--- src/shared/irqlf_pkg.sv ---
// constants and types for the first-channel latched event flags
// Behaviour
// - lock flags bits 9,8 latch both edges
// - input signal flag bit 2 both edges
// - compressor signal flags bits 1,0 both edges
// - sixteen firmware flags, rising edge only
// - headphone short flags on rising edge
// - enable done flags bits 5..0 rising edge
// - disable done flags same layout rising edge
// - converter saturate flag bit 12 rising
// - flags hold until one written; reset zero
// - request pin active low, polarity selectable
package irqlf_pkg;

  // ****************************************
  // register map
  // ****************************************
  localparam int unsigned ADDR_W = 16;
  localparam int unsigned DATA_W = 16;
  localparam int unsigned NUM_REGS = 6;
  localparam logic [15:0] ADDR_LOCK_SIG = 16'h1808;
  localparam logic [15:0] ADDR_FW_REQ = 16'h180a;
  localparam logic [15:0] ADDR_SHORT = 16'h180b;
  localparam logic [15:0] ADDR_ON_DONE = 16'h180c;
  localparam logic [15:0] ADDR_OFF_DONE = 16'h180d;
  localparam logic [15:0] ADDR_SATURATE = 16'h180e;
  // mask registers sit 0x40 above the flags; config register after them
  localparam logic [15:0] MASK_OFFSET = 16'h0040;
  localparam logic [15:0] ADDR_CONFIG = 16'h1850;
  localparam logic [15:0] ADDR_RAW = 16'h1851;

  // ****************************************
  // implemented bits per flag register
  // ****************************************
  localparam logic [15:0] IMPL_LOCK_SIG = 16'h0307;
  localparam logic [15:0] IMPL_FW_REQ = 16'hffff;
  localparam logic [15:0] IMPL_SHORT = 16'h033f;
  localparam logic [15:0] IMPL_DONE = 16'h003f;
  localparam logic [15:0] IMPL_SATURATE = 16'h1000;
  // both-edge bits; everything else is rising only
  localparam logic [15:0] BOTH_LOCK_SIG = 16'h0307;
  localparam logic [15:0] FLAG_RESET = 16'h0000;
  // masks reset set, so nothing requests until software opens it
  localparam logic [15:0] MASK_RESET = 16'hffff;
  localparam int unsigned POL_BIT = 0;

  typedef struct packed {
    logic [15:0] addr;
    logic [15:0] wdata;
    logic wr;
    logic rd;
  } irqlf_bus_req_t;

  typedef struct packed {
    logic [1:0] lock;       // in2, in1
    logic input_sig;
    logic [1:0] comp_sig;   // unit2, unit1
    logic [15:0] fw_req;
    logic [9:0] short_det;  // bit layout as the short register
    logic [5:0] on_done;
    logic [5:0] off_done;
    logic saturate;
  } irqlf_src_t;

endpackage

--- src/irqlf_flag_reg.sv ---
// one register of sticky edge-triggered flags with write-one-clear
`timescale 1ns/10ps
module irqlf_flag_reg #(
  parameter int unsigned WIDTH = 16,
  parameter logic [15:0] IMPL = 16'hffff,
  parameter logic [15:0] BOTH = 16'h0000
) (
  input wire logic clk,
  input wire logic rst_n,
  input wire logic [WIDTH-1:0] src,
  input wire logic clr_en,
  input wire logic [WIDTH-1:0] clr_bits,
  output logic [WIDTH-1:0] flags
);

  typedef struct packed {
    logic [WIDTH-1:0] prev;
    logic [WIDTH-1:0] flags;
  } irqlf_fr_state_t;

  irqlf_fr_state_t st_q;
  irqlf_fr_state_t st_d;
  logic [WIDTH-1:0] evt;

  // the implemented-bit tables are 16 bits wide, so only 16 can work
  if (WIDTH != 16) begin : g_bad_width
    $error("flag register width must be 16");
  end

  // ****************************************
  // per-bit edge detect
  // ****************************************
  genvar i;
  generate
    for (i = 0; i < WIDTH; i++) begin : g_bit
      if (!IMPL[i]) begin : g_none
        assign evt[i] = 1'b0;
      end else if (BOTH[i]) begin : g_both
        assign evt[i] = src[i] ^ st_q.prev[i];
      end else begin : g_rise
        assign evt[i] = src[i] & ~st_q.prev[i];
      end
    end
  endgenerate

  // set beats clear so an event in the clearing cycle is kept
  always_comb begin
    st_d = st_q;
    st_d.prev = src;
    if (clr_en) begin
      st_d.flags = st_q.flags & ~clr_bits;
    end
    st_d.flags = (st_d.flags | evt) & IMPL[WIDTH-1:0];
  end

  always_ff @(posedge clk) begin
    if (!rst_n) begin
      st_q <= '0;
    end else begin
      st_q <= st_d;
    end
  end

  assign flags = st_q.flags;

  held_until_clear_a: assert property (@(posedge clk) disable iff (!rst_n)
    (st_q.flags[0] && !(clr_en && clr_bits[0])) |=> st_q.flags[0])
    else $error("flag dropped without clear");

  edge_sets_flag_a: assert property (@(posedge clk) disable iff (!rst_n)
    (IMPL[0] && src[0] && !$past(src[0])) |=> flags[0])
    else $error("rising edge missed");

endmodule // irqlf_flag_reg

--- src/irqlf_top.sv ---
// first-channel latched event flags, masks and request pin
//
// The address-and-strobe port is this design's own decision.
`timescale 1ns/10ps
module irqlf_top (
  input wire logic clk,
  input wire logic rst_n,
  input wire logic [15:0] addr,
  input wire logic [15:0] wdata,
  input wire logic wr,
  input wire logic rd,
  output logic [15:0] rdata,
  input wire irqlf_pkg::irqlf_src_t src,
  output logic irq_pin,
  output logic irq_req
);

  typedef struct packed {
    logic [5:0][15:0] mask;
    logic pol;
    logic [15:0] rdata;
    logic req;
    logic pin;
  } irqlf_state_t;

  irqlf_state_t st_q;
  irqlf_state_t st_d;
  irqlf_pkg::irqlf_bus_req_t bus;
  logic [5:0][15:0] flags;
  logic [5:0][15:0] src_vec;
  logic [5:0] clr_sel;
  logic [5:0] mask_sel;
  logic any_req;

  assign bus = '{addr: addr, wdata: wdata, wr: wr, rd: rd};

  // ****************************************
  // source packing into register bit layout
  // ****************************************
  assign src_vec[0] = {6'h00, src.lock, 5'h00, src.input_sig,
                       src.comp_sig};
  assign src_vec[1] = src.fw_req;
  assign src_vec[2] = {6'h00, src.short_det};
  assign src_vec[3] = {10'h000, src.on_done};
  assign src_vec[4] = {10'h000, src.off_done};
  assign src_vec[5] = {3'h0, src.saturate, 12'h000};

  // address decode for flag clear and mask write
  always_comb begin
    clr_sel = '0;
    mask_sel = '0;
    if (bus.addr == irqlf_pkg::ADDR_LOCK_SIG) begin
      clr_sel[0] = 1'b1;
    end else if (bus.addr == irqlf_pkg::ADDR_FW_REQ) begin
      clr_sel[1] = 1'b1;
    end else if (bus.addr == irqlf_pkg::ADDR_SHORT) begin
      clr_sel[2] = 1'b1;
    end else if (bus.addr == irqlf_pkg::ADDR_ON_DONE) begin
      clr_sel[3] = 1'b1;
    end else if (bus.addr == irqlf_pkg::ADDR_OFF_DONE) begin
      clr_sel[4] = 1'b1;
    end else if (bus.addr == irqlf_pkg::ADDR_SATURATE) begin
      clr_sel[5] = 1'b1;
    end else if (bus.addr == irqlf_pkg::ADDR_LOCK_SIG
                 + irqlf_pkg::MASK_OFFSET) begin
      mask_sel[0] = 1'b1;
    end else if (bus.addr == irqlf_pkg::ADDR_FW_REQ
                 + irqlf_pkg::MASK_OFFSET) begin
      mask_sel[1] = 1'b1;
    end else if (bus.addr == irqlf_pkg::ADDR_SHORT
                 + irqlf_pkg::MASK_OFFSET) begin
      mask_sel[2] = 1'b1;
    end else if (bus.addr == irqlf_pkg::ADDR_ON_DONE
                 + irqlf_pkg::MASK_OFFSET) begin
      mask_sel[3] = 1'b1;
    end else if (bus.addr == irqlf_pkg::ADDR_OFF_DONE
                 + irqlf_pkg::MASK_OFFSET) begin
      mask_sel[4] = 1'b1;
    end else if (bus.addr == irqlf_pkg::ADDR_SATURATE
                 + irqlf_pkg::MASK_OFFSET) begin
      mask_sel[5] = 1'b1;
    end
  end

  // ****************************************
  // flag registers
  // ****************************************
  localparam logic [5:0][15:0] IMPL_TAB = {
    irqlf_pkg::IMPL_SATURATE, irqlf_pkg::IMPL_DONE, irqlf_pkg::IMPL_DONE,
    irqlf_pkg::IMPL_SHORT, irqlf_pkg::IMPL_FW_REQ, irqlf_pkg::IMPL_LOCK_SIG};

  genvar r;
  generate
    for (r = 0; r < 6; r++) begin : g_reg
      irqlf_flag_reg #(
        .WIDTH(irqlf_pkg::DATA_W),
        .IMPL(IMPL_TAB[r]),
        .BOTH((r == 0) ? irqlf_pkg::BOTH_LOCK_SIG : 16'h0000)
      ) u_flags (
        .clk(clk),
        .rst_n(rst_n),
        .src(src_vec[r]),
        .clr_en(bus.wr && clr_sel[r]),
        .clr_bits(bus.wdata),
        .flags(flags[r])
      );
    end
  endgenerate

  // request while any flag is set with its mask bit clear
  always_comb begin
    any_req = 1'b0;
    for (int k = 0; k < 6; k++) begin
      any_req = any_req | (|(flags[k] & ~st_q.mask[k]));
    end
  end

  // ****************************************
  // register state, read mux, request pin
  // ****************************************
  always_comb begin
    st_d = st_q;
    st_d.rdata = '0;
    if (bus.wr) begin
      for (int k = 0; k < 6; k++) begin
        if (mask_sel[k]) begin
          st_d.mask[k] = bus.wdata & IMPL_TAB[k];
        end
      end
      if (bus.addr == irqlf_pkg::ADDR_CONFIG) begin
        st_d.pol = bus.wdata[irqlf_pkg::POL_BIT];
      end
    end
    if (bus.rd) begin
      for (int k = 0; k < 6; k++) begin
        if (clr_sel[k]) begin
          st_d.rdata = flags[k];
        end
        if (mask_sel[k]) begin
          st_d.rdata = st_q.mask[k];
        end
      end
      if (bus.addr == irqlf_pkg::ADDR_CONFIG) begin
        st_d.rdata = {15'h0000, st_q.pol};
      end else if (bus.addr == irqlf_pkg::ADDR_RAW) begin
        st_d.rdata = {15'h0000, st_q.req};
      end
    end
    st_d.req = any_req;
    // pin low when requesting unless inverted; next pol keeps pin and pol
    // in step, else a polarity write leaves one cycle of wrong level
    st_d.pin = any_req ? st_d.pol : ~st_d.pol;
  end

  always_ff @(posedge clk) begin
    if (!rst_n) begin
      st_q.mask <= {6{irqlf_pkg::MASK_RESET}};
      st_q.pol <= 1'b0;
      st_q.rdata <= '0;
      st_q.req <= 1'b0;
      st_q.pin <= 1'b1;
    end else begin
      st_q <= st_d;
    end
  end

  assign rdata = st_q.rdata;
  assign irq_req = st_q.req;
  assign irq_pin = st_q.pin;

  pin_polarity_a: assert property (@(posedge clk) disable iff (!rst_n)
    irq_pin == (irq_req ? st_q.pol : ~st_q.pol))
    else $error("pin level disagrees with request and polarity");

  request_follows_a: assert property (@(posedge clk) disable iff (!rst_n)
    any_req |=> irq_req)
    else $error("request not raised for unmasked flag");

  lock_both_edges_a: assert property (@(posedge clk) disable iff (!rst_n)
    $fell(src.lock[0]) |=> flags[0][8])
    else $error("lock fall not latched");

  signal_both_edges_a: assert property (@(posedge clk) disable iff (!rst_n)
    $fell(src.input_sig) |=> flags[0][2])
    else $error("signal detect fall not latched");

  comp_both_edges_a: assert property (@(posedge clk) disable iff (!rst_n)
    $changed(src.comp_sig[1]) |=> flags[0][1])
    else $error("compressor edge not latched");

  short_rise_a: assert property (@(posedge clk) disable iff (!rst_n)
    $rose(src.short_det[9]) |=> flags[2][9])
    else $error("short edge not latched");

  on_done_rise_a: assert property (@(posedge clk) disable iff (!rst_n)
    $rose(src.on_done[5]) |=> flags[3][5])
    else $error("enable done not latched");

  off_done_rise_a: assert property (@(posedge clk) disable iff (!rst_n)
    $rose(src.off_done[0]) |=> flags[4][0])
    else $error("disable done not latched");

  saturate_rise_a: assert property (@(posedge clk) disable iff (!rst_n)
    $rose(src.saturate) |=> flags[5][12])
    else $error("saturate not latched");

  clear_works_a: assert property (@(posedge clk) disable iff (!rst_n)
    (wr && addr == irqlf_pkg::ADDR_FW_REQ && wdata[3]
     && !(src.fw_req[3] && !$past(src.fw_req[3]))) |=> !flags[1][3])
    else $error("write one did not clear flag");

  // ****************************************
  // further per-source and request checks
  // ****************************************
  // second lock input and the rising side of the both-edge sources
  lock_in2_fall_a: assert property (@(posedge clk) disable iff (!rst_n)
    $fell(src.lock[1]) |=> flags[0][9])
    else $error("second lock fall not latched");

  lock_in2_rise_a: assert property (@(posedge clk) disable iff (!rst_n)
    $rose(src.lock[1]) |=> flags[0][9])
    else $error("second lock rise not latched");

  lock_rise_a: assert property (@(posedge clk) disable iff (!rst_n)
    $rose(src.lock[0]) |=> flags[0][8])
    else $error("lock rise not latched");

  signal_rise_a: assert property (@(posedge clk) disable iff (!rst_n)
    $rose(src.input_sig) |=> flags[0][2])
    else $error("signal detect rise not latched");

  comp_unit1_a: assert property (@(posedge clk) disable iff (!rst_n)
    $changed(src.comp_sig[0]) |=> flags[0][0])
    else $error("first compressor edge not latched");

  fw_top_rise_a: assert property (@(posedge clk) disable iff (!rst_n)
    $rose(src.fw_req[15]) |=> flags[1][15])
    else $error("top firmware request not latched");

  // a falling request must not set a rising-only flag
  fw_no_fall_a: assert property (@(posedge clk) disable iff (!rst_n)
    ($fell(src.fw_req[15]) && !flags[1][15]) |=> !flags[1][15])
    else $error("firmware flag set on falling edge");

  short_left_rise_a: assert property (@(posedge clk) disable iff (!rst_n)
    $rose(src.short_det[0]) |=> flags[2][0])
    else $error("first short edge not latched");

  on_done_left_a: assert property (@(posedge clk) disable iff (!rst_n)
    $rose(src.on_done[0]) |=> flags[3][0])
    else $error("first enable done not latched");

  off_done_top_a: assert property (@(posedge clk) disable iff (!rst_n)
    $rose(src.off_done[5]) |=> flags[4][5])
    else $error("shared disable done not latched");

  saturate_no_fall_a: assert property (@(posedge clk) disable iff (!rst_n)
    ($fell(src.saturate) && !flags[5][12]) |=> !flags[5][12])
    else $error("saturate flag set on falling edge");

  // a zero in the write data must leave a set flag alone
  zero_write_keeps_a: assert property (@(posedge clk) disable iff (!rst_n)
    (wr && clr_sel[0] && !wdata[8] && flags[0][8]) |=> flags[0][8])
    else $error("zero write cleared a flag");

  masked_quiet_a: assert property (@(posedge clk) disable iff (!rst_n)
    !any_req |=> !irq_req)
    else $error("request raised with no unmasked flag");

  // read data only stand in the cycle after a read strobe
  rdata_idle_zero_a: assert property (@(posedge clk) disable iff (!rst_n)
    !rd |=> (rdata == 16'h0000))
    else $error("read data not zero outside a read");

  cov_request: cover property (@(posedge clk) disable iff (!rst_n)
    $rose(irq_req));
  cov_clear: cover property (@(posedge clk) disable iff (!rst_n)
    wr && clr_sel[1] && |wdata);
  cov_inverted: cover property (@(posedge clk) disable iff (!rst_n)
    st_q.pol && irq_pin);
  cov_set_wins: cover property (@(posedge clk) disable iff (!rst_n)
    wr && clr_sel[1] && wdata[0] && src.fw_req[0] && !$past(src.fw_req[0]));
  cov_lock_fall: cover property (@(posedge clk) disable iff (!rst_n)
    $fell(src.lock[0]));

endmodule // irqlf_top

--- config.mk ---
export PLATFORM = sky130hd
export DESIGN_NAME = irqlf_top
export DESIGN_NICKNAME = d
export VERILOG_FILES = /design/src/shared/irqlf_pkg.sv /design/src/irqlf_flag_reg.sv /design/src/irqlf_top.sv
export SDC_FILE = /design/constraint.sdc
export NUM_CORES = 1
export LEC_CHECK = 0
export ABC_AREA = 1
export BUFFER_PORTS_ARGS = -buffer_cell sky130_fd_sc_hd__buf_2
export CORE_ASPECT_RATIO = 0.75
export CORE_MARGIN = 2
export CORE_UTILIZATION = 40
export DETAILED_ROUTE_END_ITERATION = 16
export PLACE_DENSITY = 0.67
export REMOVE_ABC_BUFFERS = 1
export SETUP_SLACK_MARGIN = 0.02
export SLEW_MARGIN = 30
export SYNTH_ARGS = -nofsm -noshare
export SYNTH_HDL_FRONTEND = slang
export SYNTH_SLANG_ARGS = --single-unit
--- constraint.sdc ---
create_clock -name clk -period 2 [get_ports clk]
set_clock_uncertainty 0.15 [all_clocks]
set_input_delay 0.4 -clock clk [delete_from_list [all_inputs] [get_ports clk]]
set_output_delay 0.4 -clock clk [all_outputs]
set_load 0.03 [all_outputs]
-- After elaboration in Yosys (flattened, before gate mapping)
Cells that the tools add are included.
- memories kept: 0
- bits in latches: 0
- word-level logic and storage cells: 220
- register bits after elaboration: 201
- output and inout port bits: 18
- bits in read-only memories: 0
- bits in writable memories: 0
- bitwise gates (word level): 112
- shifts and indexed selects: 0
- multiply operators: 0
- $lt $le $gt $ge: 0
- add/sub/neg operators: 0
- reductions and logical operators: 20
- divide/modulo/power cells: 0
- muxes and demuxes: 51
- eq/ne operators: 14
- operators by type and width (kind ; number):
    16-bit by 13-bit == test with 1-bit output, second input constant ; 14
    16-bit 2-to-1 mux ; 12
    16-bit NOT ; 7
    16-bit OR reduction ; 6
    6-bit 2-to-1 mux ; 8
    1-bit NOT ; 40
    1-bit bitwise AND ; 37
    10-bit by 16-bit bitwise AND with 16-bit output ; 2
    16-bit bitwise AND ; 2
    6-bit by 16-bit bitwise AND with 16-bit output ; 2
    10-bit 2-to-1 mux ; 3
    10-bit bitwise AND ; 2
    10-bit bitwise OR ; 2
    1-bit 2-to-1 mux ; 19
    13-bit by 16-bit bitwise AND with 16-bit output ; 1
    16-bit bitwise OR ; 1
    2-bit AND reduction ; 7
    13-bit bitwise AND ; 1
    13-bit 2-to-1 mux ; 1
    13-bit bitwise OR ; 1
    6-bit bitwise AND ; 2
    6-bit bitwise OR ; 2
    5-bit 2-to-1 mux ; 2
    4-bit 2-to-1 mux ; 2
    other kinds (6) ; 21

-- Longest topological paths before layout
Gate-level depths: netlist (run 1).
- depth in word-level cells: 26
- depth in mapped cells: 19

-- By module
Synthesis (run 1) repeated with hierarchy kept, for this count alone.
- cell total of the unflattened synthesis: 1303
- area total of the unflattened synthesis: 8613.3 um2
- by module, submodules not included (module ; area each (um2) ; cells an instance ; seq. area each (um2) ; instances):
    irqlf_top ; 4504.3 ; 720 ; 1321.3 ; 1
    irqlf_flag_reg at g_reg[1].u_flags ; 1370.1 ; 199 ; 640.6 ; 1
    irqlf_flag_reg at g_reg[3].u_flags ... ; 625.6 ; 85 ; 240.2 ; 2
    irqlf_flag_reg at g_reg[2].u_flags ; 748.2 ; 108 ; 320.3 ; 1
    irqlf_flag_reg at g_reg[0].u_flags ; 540.5 ; 78 ; 200.2 ; 1
    irqlf_flag_reg at g_reg[5].u_flags ; 198.9 ; 28 ; 40.0 ; 1

-- Worst setup path before layout (run 1)
Ideal clock, no wire load.
- kind: input to register
- start point: input port addr[9]
- end point: register rdata[12] (netlist name)
- stages: 13
- path buffers: 1
- data arrival time: 1739 ps
- path slack: 2 ps
- data required time: 1741 ps
- path through: nor2_1 > nand3_1 > nor2_4 > inv_2 > nor3_2 > inv_2 > or2_0 > buf_2 > a21boi_1 > o21ai_1 > nand4_1 > nand2_1 > inv_1
- cells in the longest elaborated chain, start to end: 19
- elaborated cells between the ends (all ways): 53
- classes of those cells: eq/ne (14); mux (38); reduce/logical (1)
- ends and longest elaborated chain (item ; RTL line ; text):
    start, declared ; irqlf_top.sv:8 ; input wire logic [15:0] addr,
    16-bit by 13-bit == test with 1-bit output ; irqlf_top.sv:64 ; end else if (bus.addr == irqlf_pkg::ADDR_LOCK_SIG
    1-bit 2-to-1 mux ; irqlf_top.sv:64 ;
    6-bit 2-to-1 mux ; irqlf_top.sv:62 ; end else if (bus.addr == irqlf_pkg::ADDR_SATURATE) begin
    6-bit 2-to-1 mux ; irqlf_top.sv:60 ; end else if (bus.addr == irqlf_pkg::ADDR_OFF_DONE) begin
    6-bit 2-to-1 mux ; irqlf_top.sv:58 ; end else if (bus.addr == irqlf_pkg::ADDR_ON_DONE) begin
    6-bit 2-to-1 mux ; irqlf_top.sv:56 ; end else if (bus.addr == irqlf_pkg::ADDR_SHORT) begin
    6-bit 2-to-1 mux ; irqlf_top.sv:54 ; end else if (bus.addr == irqlf_pkg::ADDR_FW_REQ) begin
    6-bit 2-to-1 mux ; irqlf_top.sv:52 ; if (bus.addr == irqlf_pkg::ADDR_LOCK_SIG) begin
    [3 not listed] ; -- ;
    16-bit 2-to-1 mux ; irqlf_top.sv:136 ; if (clr_sel[k]) begin
    16-bit 2-to-1 mux ; irqlf_top.sv:139 ; if (mask_sel[k]) begin
    16-bit 2-to-1 mux ; irqlf_top.sv:136 ;
    16-bit 2-to-1 mux ; irqlf_top.sv:139 ;
    16-bit 2-to-1 mux ; irqlf_top.sv:136 ;
    16-bit 2-to-1 mux ; irqlf_top.sv:139 ;
    16-bit 2-to-1 mux ; irqlf_top.sv:136 ;
    16-bit 2-to-1 mux ; irqlf_top.sv:139 ;
Several ways; a longest one is shown, not always the timed one.
A chain may end at the register's enable or synchronous reset.

-- Final worst setup path (run 1)
- start point: input port addr[13]
- end point: register rdata[8] (netlist name)
- cells in the longest elaborated chain, start to end: 19
- elaborated cells between the ends (all ways): 55
- classes of those cells: eq/ne (14); mux (40); reduce/logical (1)
- ends and longest elaborated chain (item ; RTL line):
    16-bit by 13-bit == test with 1-bit output ; irqlf_top.sv:64
    1-bit 2-to-1 mux ; irqlf_top.sv:64
    6-bit 2-to-1 mux ; irqlf_top.sv:62
    6-bit 2-to-1 mux ; irqlf_top.sv:60
    6-bit 2-to-1 mux ; irqlf_top.sv:58
    6-bit 2-to-1 mux ; irqlf_top.sv:56
    6-bit 2-to-1 mux ; irqlf_top.sv:54
    6-bit 2-to-1 mux ; irqlf_top.sv:52
    [3 not listed] ; --
    16-bit 2-to-1 mux ; irqlf_top.sv:136
    16-bit 2-to-1 mux ; irqlf_top.sv:139
    16-bit 2-to-1 mux ; irqlf_top.sv:136
    16-bit 2-to-1 mux ; irqlf_top.sv:139
    16-bit 2-to-1 mux ; irqlf_top.sv:136
    16-bit 2-to-1 mux ; irqlf_top.sv:139
    16-bit 2-to-1 mux ; irqlf_top.sv:136
    16-bit 2-to-1 mux ; irqlf_top.sv:139
Several ways; a longest one is shown, not always the timed one.

==> metrics.yaml, run 1 <==
outcome:
  outcome: "finished, final reports clean"
floorplan:
  rows: 40
  ios: 98
  initial_core_util_pct: 41.1
  die_y_um: 115
  die-width_um: 152
  coreArea_um2: 16100
  dieArea_um2: 17500
setup_path:
  rrSetupSlack_ns: 0.14
  crit_fanout: 12
  r2r_start: "st_q[49]"
  cp.arrival_ns: 2.07
  critPathLaunchType: "primary input"
  path_class: "primary input to flop"
  slowest_delay_ns: 0.23
  crit_slowest_cell: "o22ai_1"
  cp_data_required_time_ns: 2.21
  reg2reg_depth: 6
  endpoint_kind: "flop"
  critPathMostFrequentCell: "nand2_1"
  cp_cell_sequence: "buf_2 > nor2_2 > nand2_2 > nor2_4 > buf_12 > buf_4 > nand2_1 > o22ai_1 > o22ai_1 > nand2_1 > o21ai_1 > nand2_1 > nand2_1 > nand2_1 > nand2_1 > a21oi_1"
  rr_endpoint: "irq_pin"
drt:
  route.detailed.drc: 0
  wl_mm: 19.5
  vias: 6403
  first_iter_violations: 446
  dr.pass1.iters: 5
  drtAntennaViolNets: 0
  vias_per_cell: 5.03
  wl_per_cell_um: 15.3
synth:
  avgSynthCellArea_um2: 7.34
  ys_seq_elements: 150
  ys_warn_count: 0
  syn_inst: 899
  synth_cell_types: 42
  netlist_area_um2: 6600
  synth_seq_area_share_pct: 45.5
flow_run:
  drv_cap: 0
layout:
  drive_gt1_share_pct: 25.0
  final_nets: 1130
  diodes: 0
  fillers: 1603
  final_area_um2: 8510
  regArea_um2: 3000
  multi_input_area_um2: 2840
  syn_to_final_growth_pct: 29.0
  final_cell_count_no_fill: 1273
global_route:
  grtUsageTotal_pct: 23.0
  grt_first_pass_wirelength_mm: 31.6
  antenna_found_initial: 0
  grt_max_degree: 34
  grt_pass1_vias: 6052
  grt-ovfl-total: 0
sta:
  period_share_pct: 93.3
  slew_violations: 0
  min_period_ns: 1.87
  tightest_slew_ns: 0.478
  rsz0062_at_grt: "true"
  fmax_mhz: 536
  slew_headroom_pct: 68.0
  setup_viol: 0
  hold_viol_final: 0
clock_network:
  cts_buffer_depth: 2
  cts_tree: "yes"
  cts_made_buffers: 17
  path_clk_slew_ns: 0.07
  clockRootBuffer: "clkbuf_16"
  cts.sinks: 150
  h-tree-depth: 4
  clkLatencyLatePin_ns: 0.43
power:
  power_mw: 6.89
  vdd_drop_max_v: 0.000519
  p_per_area_nw_per_um2: 810
  power.leakage_nw: 4.58
min_path:
  min_to: "g_reg[3].u_flags.st_q[20]"
  hold_class: "primary input to flop"
  holdPathStages: 3
  hp-start: "src[11]"
placed_design:
  port_buffers: 95
  dpl-instance-area_um2: 7780
  globalplace.congestion: 0.971
  dpl.hpwl_mm: 14.5
  place_inst: 1240
==> cell usage after synthesis (all sizes together) <==
cell / n / area share (%)
o32ai: 1 / 0.13
xnor2: 5 / 0.66
o21ai: 99 / 7.6
a22o: 1 / 0.13
inv: 152 / 8.7
o21a: 1 / 0.11
a21boi: 1 / 0.11
o41ai: 1 / 0.25
o21bai: 1 / 0.11
dfxtp: 150 / 46
or2: 4 / 0.38
clkinv: 1 / 0.057
nand4: 8 / 0.76
a21oi: 32 / 2.8
clkbuf: 22 / 1.3
a221oi: 2 / 0.27
nand3b: 2 / 0.23
nor4: 3 / 0.38
nand2: 238 / 14
nor3: 7 / 0.83
o211ai: 33 / 3.8
nor2: 31 / 2.2
buf: 28 / 3.0
a31o: 1 / 0.13
nand3: 21 / 1.7
a221o: 1 / 0.15
o22ai: 53 / 5.0
==> cell families (layout without fill, tap and decap cells) <==
logic type                Yosys count  after routing  share of synthesized area (%)
AOI/OAI and AO/OA                 227            227                           20.6
xor gates and xnor gates            5              5                          0.664
buffers and inverters             203            367                           13.0
DFF                               150            150                           45.5
and+or+nand+nor                   314            314                           20.2
==> sequential cells by signal, summed over array words and instances, names as in the netlist <==
register / flops
rdata: 16
irq_pin: 1
irq_req: 1
g.u_flags.st_q: 42
g.u_flags.flags: 42
st_q: 48
==> final cells by class <==
cell class,count,area share (%)
Clock buffer,18,5.16
Multi-Input combinational cell,546,33.4
Clock inverter,14,1.85
Sequential cell,150,35.3
Inverter,153,6.75
Timing Repair Buffer,182,14.4
Tap cell,210,3.09
==> repair_timing <==
item | in CTS | in global routing
setup endpoints to repair | 1 | 25
pin swaps | 0 | 3
hold endpoints to repair | 0 | 0
hold buffers | 0 | 0
resized for setup | 1 | 30
setup buffers | 0 | 1
==> cell usage in the layout (no fill, tap or decap), types with 2 or more instances in the layout <==
cell type and n:
buf_2 95, nand3_1 18, inv_8 4, dfxtp_1 150
clkbuf_16 17, nor2_1 18, nand2_4 4, a221oi_1 2
nand4_1 8, o211ai_1 33, nand2_1 228, o21ai_1 27
nor2_4 5, nor4_2 2, nor3_1 3, buf_4 78
nand2_2 6, or2_2 2, nor3_2 3, inv_1 145
clkinvlp_4 3, buf_12 7, o22ai_1 53, nor2_2 8
inv_2 7, inv_6 5, nand3b_1 2, a21oi_2 8
nand3_2 3, a21oi_1 24, xnor2_1 5, o21ai_0 70
==> per-layer routing <==
layer | vias to the layer above | share of wire, % | track usage (%) | wire length, µm
met3 | 24 | 6.9 | 4.90 | 1350
met1 | 2942 | 49 | 33.5 | 9630
met4 | 0 | 1.4 | 6.60 | 269
met2 | 217 | 42 | 34.6 | 8220
met5 | - | 0 | 0 | 0
li1 | 3220 | - | - | -
==> worst max-delay path by stage <==
stage | endpoint | cells after the start | start
final | rdata[8] | 16 | addr[13]
after global routing | rdata[0] | 16 | addr[9]
after CTS | rdata[13] | 10 | addr[9]
after detailed placement | rdata[13] | 10 | addr[9]
after global placement | rdata[13] | 10 | addr[9]
after floorplan | rdata[14] | 7 | addr[9]
==> critical path: cells and delay by family <==
family,cells,cell delay (ns)
and+or+nand+nor,9,0.71
AOI/OAI and AO/OA,4,0.53
buffers and inverters,3,0.42
==> stage by stage <==
| stage | TNS (ns) | worst slack, ns | hold slack (ns) | utilization, % |
|---|---|---|---|---|
| after floorplan | -11.51 | -0.578 | 0.249 | - |
| after global placement | -10.37 | -0.370 | 0.255 | 48.5 |
| after detailed placement | -11.23 | -0.350 | 0.264 | 48.5 |
| after CTS | 0 | 0.0761 | 0.00935 | 52.2 |
| after global routing | -0.0136 | -0.00817 | 0.0302 | 53.0 |
| final | 0 | 0.134 | 0.0206 | 53.0 |
==> report_power, final <==
group	internal (mW)	total, mW	switching, mW
Clock	1.81	3.25	1.44
Combinational	0.187	0.455	0.268
Sequential	3.12	3.19	0.0756
Total	5.11	6.89	1.78
Power figures use the tool's default switching activity.
==> run 2: changes to the inputs <==
--- a/config.mk
+++ b/config.mk
@@ -5,13 +5,12 @@
 export SDC_FILE = /design/constraint.sdc
 export NUM_CORES = 1
 export LEC_CHECK = 0
-export ABC_AREA = 1
 export BUFFER_PORTS_ARGS = -buffer_cell sky130_fd_sc_hd__buf_2
 export CORE_ASPECT_RATIO = 0.75
 export CORE_MARGIN = 2
 export CORE_UTILIZATION = 40
 export DETAILED_ROUTE_END_ITERATION = 16
-export PLACE_DENSITY = 0.67
+export PLACE_DENSITY = 0.66
 export REMOVE_ABC_BUFFERS = 1
 export SETUP_SLACK_MARGIN = 0.02
 export SLEW_MARGIN = 30
==> run 2 against run 1 <==
Compared with the run above: the run now ends with setup timing left; synthesized area grew 5.4%; sequential cell count is the same; design area rose by 18%; sequential power about the same; highest routed layer unchanged.
==> metrics.yaml, run 2 <==
layout:
  multi_input_area_um2: 4070  # was 2840 µm²
  final_cell_count_no_fill: 1262  # was 1273
  drive_gt1_share_pct: 42.9  # was 25.0%
  final_cell_mix: "dfxtp_1 (148), buf_4 (124), buf_2 (93)"  # was nand2_1 (228), dfxtp_1 (150), inv_1 (145)
  diodes: 0  # unchanged
  final_area_um2: 10000  # was 8510 µm²
  largest_register_ffs: 48  # unchanged
  final_nets: 1114  # was 1130
  regArea_um2: 3010  # was 3000 µm²
  fillers: 1532  # was 1603
  final_util_pct: 59.1  # was 53.0%
  syn_to_final_growth_pct: 43.9  # was 29.0%
  layout_commonest_cell: "dfxtp_1"  # was nand2_1
  top_register: "st_q"  # unchanged
sta:
  fmax_mhz: 425  # was 536 MHz
  rsz0062_at_grt: "true"  # unchanged
  tightest_slew_ns: 0.578  # was 0.478 ns
  period_share_pct: 118  # was 93.3%
  min_period_ns: 2.35  # was 1.87 ns
  slew_headroom_pct: 61.3  # was 68.0%
  worst_slack_ns: -0.351  # was 0.134 ns
  setup_viol: 106  # was 0
  slew_violations: 0  # unchanged
  fin_setup_tns_ns: -22.12  # was 0 ns
  hold_viol_final: 0  # unchanged
  hold_slack_ns: 0.0209  # was 0.0206 ns
power:
  combinationalPowerShare_pct: 10.0  # was 6.6%
  internal_power_mw: 5.32  # was 5.11 mW
  clock_power_share_pct: 45.3  # was 47.1%
  p_per_area_nw_per_um2: 707  # was 810 nW/µm²
  power.leakage_nw: 4.35  # was 4.58 nW
  power_mw: 7.08  # was 6.89 mW
  seqPwrFrac_pct: 44.7  # was 46.3%
  switching_power_mw: 1.75  # was 1.78 mW
  swShare_pct: 24.8  # was 25.9%
  vdd_drop_max_v: 0.000555  # was 0.000519 V
drt:
  wl_per_cell_um: 20.1  # was 15.3 µm
  dr.pass1.iters: 5  # unchanged
  vias_per_cell: 5.54  # was 5.03
  route.detailed.drc: 0  # unchanged
  first_iter_violations: 640  # was 446
  wl_mm: 25.3  # was 19.5 mm
  vias: 6997  # was 6403
  drtAntennaViolNets: 0  # unchanged
synth:
  synth_top_area_cell: "dfxtp_1"  # unchanged
  synth_top_area_share_pct: 43.2  # was 45.5%
  ys_seq_elements: 150  # unchanged
  syn_inst: 829  # was 899
  yosys.area_share.xor_xnor_pct: 0.756  # was 0.664%
  synth_top_family_by_area: "simple AND/OR/NAND/NOR gates"  # was compound AO/OA/AOI/OAI gates
  synth_top_flop_cell: "dfxtp_1"  # unchanged
  synth_seq_area_share_pct: 43.2  # was 45.5%
  synth_compound_area_share_pct: 20.2  # was 20.6%
  synthArstFlopShare_pct: 0  # unchanged
  netlist_area_um2: 6950  # was 6600 µm²
  ys_warn_count: 0  # unchanged
  yosys-top-cells-area: "dfxtp_1 (43%), nand2_1 (6.5%), nor2b_1 (5.6%)"  # was dfxtp_1 (46%), nand2_1 (13%), inv_1 (8.3%)
  yosysMostFrequentCell: "dfxtp_1"  # was nand2_1
  avgSynthCellArea_um2: 8.39  # was 7.34 µm²
  synth_common_cells: "dfxtp_1 (150), nand2_1 (121), nor2b_1 (62)"  # was nand2_1 (233), dfxtp_1 (150), inv_1 (145)
  synth_simple_gate_area_share_pct: 26.8  # was 20.2%
  synth_cell_types: 76  # was 42
  yosys.area_share.adder_pct: 0  # unchanged
  synth_mux_area_share_pct: 1.46  # was 0%
  synth_edf_count: 0  # unchanged
placed_design:
  place_ws_ns: -0.978  # was -0.350 ns
  dpl-instance-area_um2: 8460  # was 7780 µm²
  place_inst: 1208  # was 1240
  port_buffers: 95  # unchanged
  dpl.hpwl_mm: 18.2  # was 14.5 mm
  globalplace.congestion: 1.01  # was 0.971
global_route:
  grt_pass1_vias: 6690  # was 6052
  grtUsageTotal_pct: 27.3  # was 23.0%
  antenna_found_initial: 0  # unchanged
  grt-ovfl-total: 0  # unchanged
  grt_max_degree: 135  # was 34
  grt_first_pass_wirelength_mm: 37.9  # was 31.6 mm
floorplan:
  die_y_um: 118  # was 115 µm
  dieArea_um2: 18500  # was 17500 µm²
  ios: 98  # unchanged
  initial_core_util_pct: 41.1  # about the same
  rows: 41  # was 40
  die-width_um: 156  # was 152 µm
  coreArea_um2: 16900  # was 16100 µm²
clock_network:
  path_clk_slew_ns: 0.07  # about the same
  h-tree-depth: 4  # unchanged
  clkLatencyLatePin_ns: 0.43  # about the same
  cts_tree: "yes"  # unchanged
  cts_hold_buf: 0  # unchanged
  cts_buffer_depth: 2  # unchanged
  clockRootBuffer: "clkbuf_16"  # unchanged
  cts.sinks: 150  # unchanged
  cts_made_buffers: 17  # unchanged
min_path:
  hold_class: "primary input to flop"  # unchanged
setup_path:
  cp_data_required_time_ns: 2.15  # was 2.21 ns
  path_class: "primary input to flop"  # unchanged
  critPathLaunchType: "primary input"  # unchanged
  cp.arrival_ns: 2.50  # was 2.07 ns
  endpoint_kind: "flop"  # unchanged
  crit_fanout: 6  # was 12
outcome:
  violations: "setup timing"
  outcome: "finished with violations"  # was finished, final reports clean
flow_run:
  drv_cap: 0  # unchanged
-- run 2: path summary, 6_finish.rpt --
| path | start | to | slack (ns) | cells past startpoint |
|---|---|---|---|---|
| max | addr[10] | rdata[12] | -0.35 | 9 |
| min | src[33] | g_reg[1].u_flags.st_q[26] | 0.02 | 2 |
| max reg2reg | g_reg[0].u_flags.flags[0] | rdata[0] | -0.03 | 7 |
| min reg2reg | st_q[20] | st_q[20] | 0.33 | 2 |
-- run 2: what timing repair did --
action | CTS | global route
pin swaps | 67 | 44
resized for setup | 132 | 88
endpoints found under the setup margin | 108 | 108
gates cloned | 4 | 0
hold endpoints to repair | 0 | 0
setup buffers | 14 | 7
-- run 2: power groups by stage --
| stage | Combinational, mW | Sequential [mW] | Clock [mW] |
|---|---|---|---|
| floorplan | 0.250 | 3.20 | 0 |
| global placement | 0.633 | 3.22 | 0 |
| detailed placement | 0.638 | 3.22 | 0 |
| CTS | 0.673 | 3.16 | 3.23 |
| global route | 0.762 | 3.17 | 3.39 |
| finish | 0.707 | 3.17 | 3.20 |
-- run 2: cells by family (layout without fill, tap and decap cells) --
group	count (synthesis)	after routing
multiplexers	10	10
AO/OA/AOI/OAI	204	204
XOR/XNOR	6	6
AND/OR/NAND/NOR	345	345
buffers and inverters	114	332
flip-flops	150	150
-- run 2: cell type report --
cell class	instances	area share, %
Sequential cell	150	30.0
Clock buffer	20	4.57
Inverter	44	1.65
Clock inverter	12	1.28
Tap cell	215	2.69
Multi-Input combinational cell	565	40.7
Timing Repair Buffer	256	19.1
-- run 2: routing by layer --
layer	vias to the layer above	global-route usage, %	part of all wire (%)
li1	3257	-	-
met1	3335	38.8	46
met2	346	38.4	41
met3	59	8.32	9.7
met4	0	10.9	3.2
met5	-	0	0
-- run 2: critical path: stages --
cell and delay (ns):
buf_6 0.09, or4b_4 0.57, or3_4 0.44, nor2_4 0.23, buf_4 0.17, nand4_1 0.11, nand3b_1 0.11, a221oi_1 0.05
a311oi_1 0.34
